`config.mk`:
```
export PLATFORM = sky130hd
export DESIGN_NAME = lrd_ctrl
export DESIGN_NICKNAME = d
export VERILOG_FILES = /design/src/lrd_pkg.sv /design/src/lrd_ctrl.sv /design/src/lrd_ladder_map.sv
export VERILOG_INCLUDE_DIRS = /design/src
export SDC_FILE = /design/constraint.sdc
export NUM_CORES = 1
export LEC_CHECK = 0
export ABC_AREA = 1
export BUFFER_PORTS_ARGS = -buffer_cell sky130_fd_sc_hd__buf_2
export CAP_MARGIN = 0
export CORE_MARGIN = 4
export CORE_UTILIZATION = 35
export DETAILED_ROUTE_END_ITERATION = 7
export PLACE_DENSITY = 0.64
export SLEW_MARGIN = 5
export SYNTH_ARGS = -nofsm -noshare
export SYNTH_HDL_FRONTEND = slang
export SYNTH_SLANG_ARGS = --single-unit
```
`constraint.sdc`:
```
create_clock -name mclk -period 2.39 [get_ports mclk]
set_input_delay 0.717 -clock mclk [delete_from_list [all_inputs] [get_ports mclk]]
set_output_delay 0.717 -clock mclk [all_outputs]
set_load 0.005 [all_outputs]
```
`src/lrd_consts.svh`:
```
/*
 Constants for the ladder reference converter control: field widths,
 source select codes, reset values. Assumes inclusion by bare name.
*/
// Function
// - Converter active only while enable is set
// - Five-bit level code gives 32 levels
// - Enabled output is low plus span times code/32
// - Disabled, idle rail set, ones: clamp high
// - Disabled, idle rail clear, zeros: clamp low
// - Idle rail select disconnects one ladder end
// - Pin drive enable routes output, overrides pin
// - Pin read returns zero while carrying voltage
// - Wake from sleep keeps first control register
// - Reset disables, frees pin, clears level code
// - High source select decodes supply/pin/buffer
// - Low source select picks pin or ground
// - All fields reset zero, unused bits zero
`ifndef LRD_CONSTS_SVH
`define LRD_CONSTS_SVH
`define LRD_CODE_W 5
`define LRD_LEVELS 32
`define LRD_CODE_ONES 5'h1f
`define LRD_CODE_ZERO 5'h00
`define LRD_HSEL_SUPPLY 2'h0
`define LRD_HSEL_PIN 2'h1
`define LRD_HSEL_BUFFER 2'h2
`define LRD_HSEL_RSVD 2'h3
`define LRD_CTRL_RST 8'h00
`define LRD_LEVEL_RST 8'h00
`define LRD_BIT_EN 7
`define LRD_BIT_IDLE 6
`define LRD_BIT_OE 5
`define LRD_BIT_HSEL_HI 3
`define LRD_BIT_HSEL_LO 2
`define LRD_BIT_LSEL 0
`endif

```
`src/lrd_pkg.sv`:
```
/*
 Types for the ladder reference converter control.
 Assumes lrd_consts.svh is available on the include path.
*/
package lrd_pkg;
	typedef enum logic [1:0] {
		lrd_hsrc_supply_type_v = 2'h0,
		lrd_hsrc_pin_type_v = 2'h1,
		lrd_hsrc_buffer_type_v = 2'h2,
		lrd_hsrc_none_type_v = 2'h3
	} lrd_hsrc_type;
endpackage

```
`src/lrd_ctrl.sv`:
```
/*
 Ladder reference converter control top: holds both control registers,
 drives ladder switches and output pin override.
 Assumes a host writes registers with one-cycle write strobes on mclk;
 pin_in arrives asynchronously and is synchronised here.
*/
`timescale 1ns/1ps
`include "lrd_consts.svh"
module lrd_ctrl
	import lrd_pkg::*;
(
	input wire logic mclk, // 10 MHz clock
	input wire logic reset, // Sync reset, active high
	input wire logic ctrl_write, // Write strobe, first register
	input wire logic level_write, // Write strobe, level register
	input wire logic [7:0] write_data, // Write data
	input wire logic wake, // Wake from sleep pulse
	input wire logic pin_in, // Raw pin input level
	output logic [7:0] converter_control_first, // Readback first register
	output logic [7:0] converter_level_register, // Readback level register
	output logic [31:0] tap_select, // Ladder tap one-hot
	output logic [2:0] high_connect, // High source switches
	output logic [1:0] low_connect, // Low source switches
	output logic clamp_high, // Output clamped high
	output logic clamp_low, // Output clamped low
	output logic reference_output_pin_route, // Analog onto pin
	output logic pin_out_enable_n, // Digital buffer enable, low drives
	output logic pin_read // Digital read value
);
	logic converter_enable;
	logic idle_rail_select;
	logic pin_drive_enable;
	logic [1:0] high_source_select;
	logic low_source_select;
	logic [4:0] level_code;
	logic pin_sync1;
	logic pin_sync2;
	logic [31:0] next_tap;
	logic [2:0] next_high;
	logic [1:0] next_low;
	logic next_clamp_high;
	logic next_clamp_low;

	// First control register; wake has no effect on it
	always_ff @(posedge mclk) begin
		if (reset) begin
			converter_enable <= 1'b0;
			idle_rail_select <= 1'b0;
			pin_drive_enable <= 1'b0;
			high_source_select <= 2'h0;
			low_source_select <= 1'b0;
		end else if (ctrl_write) begin
			converter_enable <= write_data[`LRD_BIT_EN];
			idle_rail_select <= write_data[`LRD_BIT_IDLE];
			pin_drive_enable <= write_data[`LRD_BIT_OE];
			high_source_select <= write_data[`LRD_BIT_HSEL_HI:`LRD_BIT_HSEL_LO];
			low_source_select <= write_data[`LRD_BIT_LSEL];
		end
	end

	// Level register, low five bits only
	always_ff @(posedge mclk) begin
		if (reset)
			level_code <= `LRD_CODE_ZERO;
		else if (level_write)
			level_code <= write_data[`LRD_CODE_W-1:0];
	end

	// Readback with unused bits zero; registered outputs
	always_ff @(posedge mclk) begin
		if (reset) begin
			converter_control_first <= `LRD_CTRL_RST;
			converter_level_register <= `LRD_LEVEL_RST;
		end else begin
			converter_control_first <= {converter_enable, idle_rail_select,
				pin_drive_enable, 1'b0, high_source_select, 1'b0,
				low_source_select};
			converter_level_register <= {3'h0, level_code};
		end
	end

	// Two-stage sync on raw pin before anything reads it
	always_ff @(posedge mclk) begin
		if (reset) begin
			pin_sync1 <= 1'b0;
			pin_sync2 <= 1'b0;
		end else begin
			pin_sync1 <= pin_in;
			pin_sync2 <= pin_sync1;
		end
	end

	// Pin override: analog routed, digital buffer off, reads zero
	always_ff @(posedge mclk) begin
		if (reset) begin
			reference_output_pin_route <= 1'b0;
			pin_out_enable_n <= 1'b1;
			pin_read <= 1'b0;
		end else begin
			reference_output_pin_route <= pin_drive_enable;
			pin_out_enable_n <= 1'b1;
			pin_read <= pin_drive_enable ? 1'b0 : pin_sync2;
		end
	end

	lrd_ladder_map u_map (
		.enable(converter_enable),
		.idle_rail_select(idle_rail_select),
		.high_source_select(high_source_select),
		.low_source_select(low_source_select),
		.level_code(level_code),
		.tap_onehot(next_tap),
		.high_connect(next_high),
		.low_connect(next_low),
		.clamp_high(next_clamp_high),
		.clamp_low(next_clamp_low)
	);

	// Ladder outputs follow fields with one register stage
	always_ff @(posedge mclk) begin
		if (reset) begin
			tap_select <= 32'h0;
			high_connect <= 3'h0;
			low_connect <= 2'h0;
			clamp_high <= 1'b0;
			clamp_low <= 1'b0;
		end else begin
			tap_select <= next_tap;
			high_connect <= next_high;
			low_connect <= next_low;
			clamp_high <= next_clamp_high;
			clamp_low <= next_clamp_low;
		end
	end

	property p_disabled_no_tap;
		@(posedge mclk) disable iff (reset)
		!converter_enable |=> tap_select == 32'h0;
	endproperty
	a_disabled_no_tap: assert property (p_disabled_no_tap) else $error("tap while disabled");

	property p_tap_matches_code;
		@(posedge mclk) disable iff (reset)
		converter_enable |=> tap_select == (32'h1 << $past(level_code));
	endproperty
	a_tap_matches_code: assert property (p_tap_matches_code) else $error("wrong tap");

	property p_clamp_high;
		@(posedge mclk) disable iff (reset)
		(!converter_enable && idle_rail_select && level_code == 5'h1f) |=> clamp_high;
	endproperty
	a_clamp_high: assert property (p_clamp_high) else $error("no high clamp");

	property p_clamp_low;
		@(posedge mclk) disable iff (reset)
		(!converter_enable && !idle_rail_select && level_code == 5'h00) |=> clamp_low;
	endproperty
	a_clamp_low: assert property (p_clamp_low) else $error("no low clamp");

	property p_one_end;
		@(posedge mclk) disable iff (reset)
		(!converter_enable && idle_rail_select) |=> low_connect == 2'h0;
	endproperty
	a_one_end: assert property (p_one_end) else $error("low end powered");

	property p_route;
		@(posedge mclk) disable iff (reset)
		pin_drive_enable |=> reference_output_pin_route && pin_out_enable_n;
	endproperty
	a_route: assert property (p_route) else $error("pin not routed");

	property p_read_zero;
		@(posedge mclk) disable iff (reset)
		pin_drive_enable |=> !pin_read;
	endproperty
	a_read_zero: assert property (p_read_zero) else $error("pin read not zero");

	property p_wake_keeps;
		@(posedge mclk) disable iff (reset)
		(wake && !ctrl_write) |=> $stable(converter_enable) && $stable(high_source_select);
	endproperty
	a_wake_keeps: assert property (p_wake_keeps) else $error("wake changed control");

	property p_reset_clears;
		@(posedge mclk) reset |=> level_code == 5'h00 && !reference_output_pin_route;
	endproperty
	a_reset_clears: assert property (p_reset_clears) else $error("reset incomplete");

	property p_supply_decode;
		@(posedge mclk) disable iff (reset)
		(converter_enable && high_source_select == 2'h0) |=> high_connect == 3'h1;
	endproperty
	a_supply_decode: assert property (p_supply_decode) else $error("bad high decode");

	// Reserved high code must never close a source switch
	property p_high_reserved;
		@(posedge mclk) disable iff (reset)
		high_source_select == `LRD_HSEL_RSVD |=> high_connect == 3'h0;
	endproperty
	a_high_reserved: assert property (p_high_reserved) else $error("reserved code connected");

	// Low side picks the reference pin when its select is set
	property p_low_decode;
		@(posedge mclk) disable iff (reset)
		(converter_enable && low_source_select) |=> low_connect == 2'h2;
	endproperty
	a_low_decode: assert property (p_low_decode) else $error("bad low decode");

	// Idle rail cleared leaves the high end unpowered
	property p_high_end_off;
		@(posedge mclk) disable iff (reset)
		(!converter_enable && !idle_rail_select) |=> high_connect == 3'h0;
	endproperty
	a_high_end_off: assert property (p_high_end_off) else $error("high end powered");

	// Level write lands in the low five bits only
	property p_level_load;
		@(posedge mclk) disable iff (reset)
		level_write |=> {3'h0, level_code} == ($past(write_data) & 8'h1f);
	endproperty
	a_level_load: assert property (p_level_load) else $error("level code not loaded");

	// Unimplemented readback bits never show a one
	property p_unused_zero;
		@(posedge mclk) disable iff (reset)
		converter_control_first[4] == 1'b0 && converter_control_first[1] == 1'b0 &&
			converter_level_register[7:5] == 3'h0;
	endproperty
	a_unused_zero: assert property (p_unused_zero) else $error("unused bit set");

	// Reset leaves converter off and pin released
	property p_reset_fields;
		@(posedge mclk) reset |=> !converter_enable && !pin_drive_enable;
	endproperty
	a_reset_fields: assert property (p_reset_fields) else $error("reset left converter on");
endmodule

```
`src/lrd_ladder_map.sv`:
```
/*
 Combinational ladder tap and source connection map.
 Assumes registered control fields from the top module.
*/
`timescale 1ns/1ps
`include "lrd_consts.svh"
module lrd_ladder_map
	import lrd_pkg::*;
(
	input wire logic enable, // Converter enable
	input wire logic idle_rail_select, // Idle rail choice
	input wire logic [1:0] high_source_select, // High source code
	input wire logic low_source_select, // Low source code
	input wire logic [4:0] level_code, // Level code
	output logic [31:0] tap_onehot, // Selected ladder tap
	output logic [2:0] high_connect, // Supply, pin, buffer switches
	output logic [1:0] low_connect, // Ground, pin switches
	output logic clamp_high, // Output tied to high end
	output logic clamp_low // Output tied to low end
);
	logic high_end_on;
	logic low_end_on;

	// Idle mode powers only one ladder end
	always_comb begin
		high_end_on = enable | idle_rail_select;
		low_end_on = enable | ~idle_rail_select;
		clamp_high = ~enable & idle_rail_select & (level_code == `LRD_CODE_ONES);
		clamp_low = ~enable & ~idle_rail_select & (level_code == `LRD_CODE_ZERO);
	end

	// Tap k yields low + span*k/32; taps driven only when enabled
	always_comb begin
		tap_onehot = 32'h0;
		if (enable)
			tap_onehot[level_code] = 1'b1;
	end

	// Reserved high code connects nothing, avoiding a short
	always_comb begin
		high_connect = 3'h0;
		if (high_end_on) begin
			unique case (lrd_hsrc_type'(high_source_select))
				lrd_hsrc_supply_type_v: high_connect = 3'h1;
				lrd_hsrc_pin_type_v: high_connect = 3'h2;
				lrd_hsrc_buffer_type_v: high_connect = 3'h4;
				lrd_hsrc_none_type_v: high_connect = 3'h0;
			endcase
		end
		low_connect = 2'h0;
		if (low_end_on)
			low_connect = low_source_select ? 2'h2 : 2'h1;
	end
endmodule

```
[After elaboration in Yosys (flattened, before gate mapping)]
Index checks and enable logic that the tools add are counted.
Storage, ports and cells
  bits in registers: 70
  logic and storage cells: 46
  output and inout port bits: 58
  input bits: 14
Operators by class
  reductions and logical operators: 7
  multiplexer cells: 4
  bitwise gates (word level): 10
  $lt $le $gt $ge: 2
  equality and inequality tests: 4
Operator list (count)
  3-bit case mux with 4 select lines: 1
  2-bit OR reduction: 4
  5-bit by 6-bit < comparator with 1-bit output, second input constant: 1
  1-bit demux with 5-bit select: 1
  5-bit == test, second input constant: 1
  5-bit by 1-bit greater-or-equal comparator with 1-bit output, second input constant: 1
  5-bit logical NOT: 1
  1-bit AND: 4
  2-bit == test, second input constant: 2
  1-bit inverter: 4
  2-bit by 1-bit == test with 1-bit output, second input constant: 1
  2-bit logical NOT: 1
  2-bit 2-to-1 mux: 1
  1-bit OR: 2
  1-bit logical AND: 1
  1-bit 2-to-1 mux: 1

[Longest topological paths before layout]
  word-level depth: 4
  gate-level depth with buffers: 5
  mapped depth without buffers: 4

[Modules after synthesis]
From an unflattened synthesis, not the netlist that was laid out.
Second synthesis, totals
  cells, all modules: 308
  area, all modules: 2265.9 um^2
By module, submodules not included
  lrd_ctrl: area an instance 1998.2 um^2, times used 1, cells an instance 241, sequential area each 1281.2 um^2
  lrd_ladder_map: area an instance 267.8 um^2, times used 1, cells an instance 67, sequential area each 0.0 um^2

[Least setup slack after synthesis]
Ideal clock, no wire load.
  path type: input to register
  start: input reset
  end: register converter_enable
  path slack: 1.146 ns
  required time: 2.274 ns
  cell stages on the path: 5
  arrival time: 1.128 ns
  library setup time: 0.116 ns
  buffers on the path: 2
  path through: buf_6 > inv_4 > buf_6 > o21ai_0 > nor2_1
RTL lines
  start: declaration: line lrd_ctrl.sv:13  | input wire logic reset,
  end signal: assignment: line lrd_ctrl.sv:53  | converter_enable <= write_data[`LRD_BIT_EN];
  end: declaration: line lrd_ctrl.sv:30  | logic converter_enable;

[Final worst setup path]
  start: register tap_select[19]
  end: output tap_select[19]
RTL lines
  start: declaration: line lrd_ctrl.sv:21  | output logic [31:0] tap_select,
  start signal: assignment: line lrd_ctrl.sv:128  | tap_select <= next_tap;
No word-level cell between the ends.

==> metrics.txt <==
outcome complete, no violations; total power 2130 uW; routed len/inst 11.4 um; post-CTS setup buffer count 0; most common cell after layout, fill and taps aside nor2_1; post-synthesis average cell area 9.38 sq um; Leak 0.00124 uW; Final Skew 7.66 ps; Slew Viols, Final 0; Setup CP Type reg2out; dpl cells 336; Post-CTS Hold Buffers 0; YS warnings 0; sequential cell area fraction in the yosys report 0.656; Finished Layout Cells 352; global-route usage over all layers 0.129; Post-Syn Instances 208; Final Hold Slack 403 ps; Distinct cells, synth 17; Synth area leaders dfxtp_1 (66%), nor2_1 (15%), inv_1 (2.9%); Die Wd 82.7 um; max-cap viol count 0; critical path fanouts, max 1; FP Rows 26; Routed WL 4000 um; Final setup viols 0; # resized after CTS 0; vias in the first global route 1390; post-route ant nets 0; # IOs 72; Die Y 82.7 um; DPL Wire Length 2880 um; die footprint 0.00684 sq mm; Placer Congestion 0.769; initial core utilization 0.370; Root Buffer clkbuf_8; wire length of the first global-routing pass 6270 um; Worst-path clk slew 70 ps; Critical Path Source Type flop; number of antenna violations at the first check in global routing 0; Final Critical Period 1490 ps; crit path buf inv count 1; Via Count 1435; CTS sink cnt 64; Setup TNS Final 0 ps; CP cell instances buf_2; post-synth top area share 0.656; Hold Fails Final Rpt 0; clock buffer depth 2; CORE AREA 0.00527 sq mm; final core utilization 0.472; RSZ-0062 raised after global routing false; Max Freq 672 MHz; PD cells 855 mW/mm^2; CP peak stage delay 330 ps; CP max-delay cell dfxtp_1; Area growth syn-to-layout 27.4%; I/O Buffers 64; Crit path arrival time 770 ps; worst skew pair latency 330 ps; grt ovf 0; peak supply drop 0.283 mV; Nets 291; biggest area consumer among synthesized cells dfxtp_1; drt drc 0; crit-path leading delay family flip-flops; layout cells sized above 1 0.319; flops & latches, synth 64; number of diodes 0; worst path required time 1670 ps; most frequent cells in the layout nor2_1 (76), dfxtp_1 (64), buf_2 (64); CTS tree done; Pre-Repair DR Iteration Count 4; CTS buffer count 9; drt initial violations 60; CP endpoint kind primary output; Tcrit/Tclk final 0.623; largest net degree at the start of global routing 17; HP Class reg2reg; vias per cell 4.08; H-tree levels 3; Mapped Area 0.00195 sq mm
layer usage:
layer	vias to the layer above	part of all wire	GRT usage
met3	13	0.076	0.0358
met5	-	0	0
met1	627	0.42	0.141
li1	753	-	-
met4	0	0.028	0.109
met2	42	0.47	0.206
Yosys cell counts:
cell type and number:
conb_1 2, buf_6 3, nor2_4 2, nand3_1 7, nor2_8 1, nor2_2 1
nand2_2 2, nor2_1 76, nand2_4 2, inv_4 1, nand2_1 10, buf_4 7
inv_2 2, inv_1 15, dfxtp_1 64, o21ai_0 11, nor3_1 2
worst reg2reg max path: stages, from the launching register on:
cell and delay (ps):
dfxtp_1 370, inv_2 90, nor2_1 130, nand2_2 160
nor2_1 130
sequential cells by signal, indices dropped and copies added, names as in the netlist:
signal and flops:
high_connect 3, pin_read 1, idle_rail_select 1, pin_drive_enable 1, low_source_select 1, pin_sync1 1, converter_enable 1, low_connect 2
clamp_low 1, tap_select 32, converter_level_register 5, high_source_select 2, pin_sync2 1, clamp_high 1, converter_control_first 6, level_code 5
final timing paths:
| kind | cells past startpoint | start | slack [ps] | endpoint |
|---|---|---|---|---|
| setup / recovery | 1 | tap_select[19]$_SDFF_PP0_ | 900 | tap_select[19] |
| hold / removal | 2 | pin_sync1$_SDFF_PP0_ | 400 | pin_sync2$_SDFF_PP0_ |
| setup reg to reg | 4 | converter_enable$_SDFFE_PP0P_ | 1460 | tap_select[29]$_SDFF_PP0_ |
| hold reg to reg | 2 | pin_sync1$_SDFF_PP0_ | 400 | pin_sync2$_SDFF_PP0_ |
where the power goes:
part / internal [uW] / switching [uW] / total (uW) / leakage, uW
Sequential: 1100 / 17.9 / 1120 / 0.000521
Combinational: 40.2 / 74.4 / 115 / 0.000614
Clock: 508 / 388 / 896 / 0.0000993
kinds of logic (layout without fill, tap and decap cells):
kind of cell,Yosys count,in the layout,share of synthesized area
buffers and inverters,28,98,0.0801
AND/OR/NAND/NOR,103,103,0.231
flip-flops,64,64,0.656
AO/OA/AOI/OAI,11,11,0.0282
other,2,6,0.00385
stage by stage:
| step | setup WS (ps) | area [sq um] |
|---|---|---|
| after CTS | 888 | 2490 |
| after floorplan | 1150 | 1970 |
| after global placement | 785 | 2290 |
| after detailed placement | 781 | 2290 |
| after global routing | 847 | 2490 |
| final | 902 | 2490 |
layout make-up:
type	instances	area (sq um)
clock inverters	5	56.3
well taps	70	87.6
flip-flops and latches	64	1280
multi-input cells	120	529
repair buffers	64	320
clock buffers	11	141
fillers	528	2780
inverters	18	70.1
Note: power is estimated with default switching activity, not from simulation.
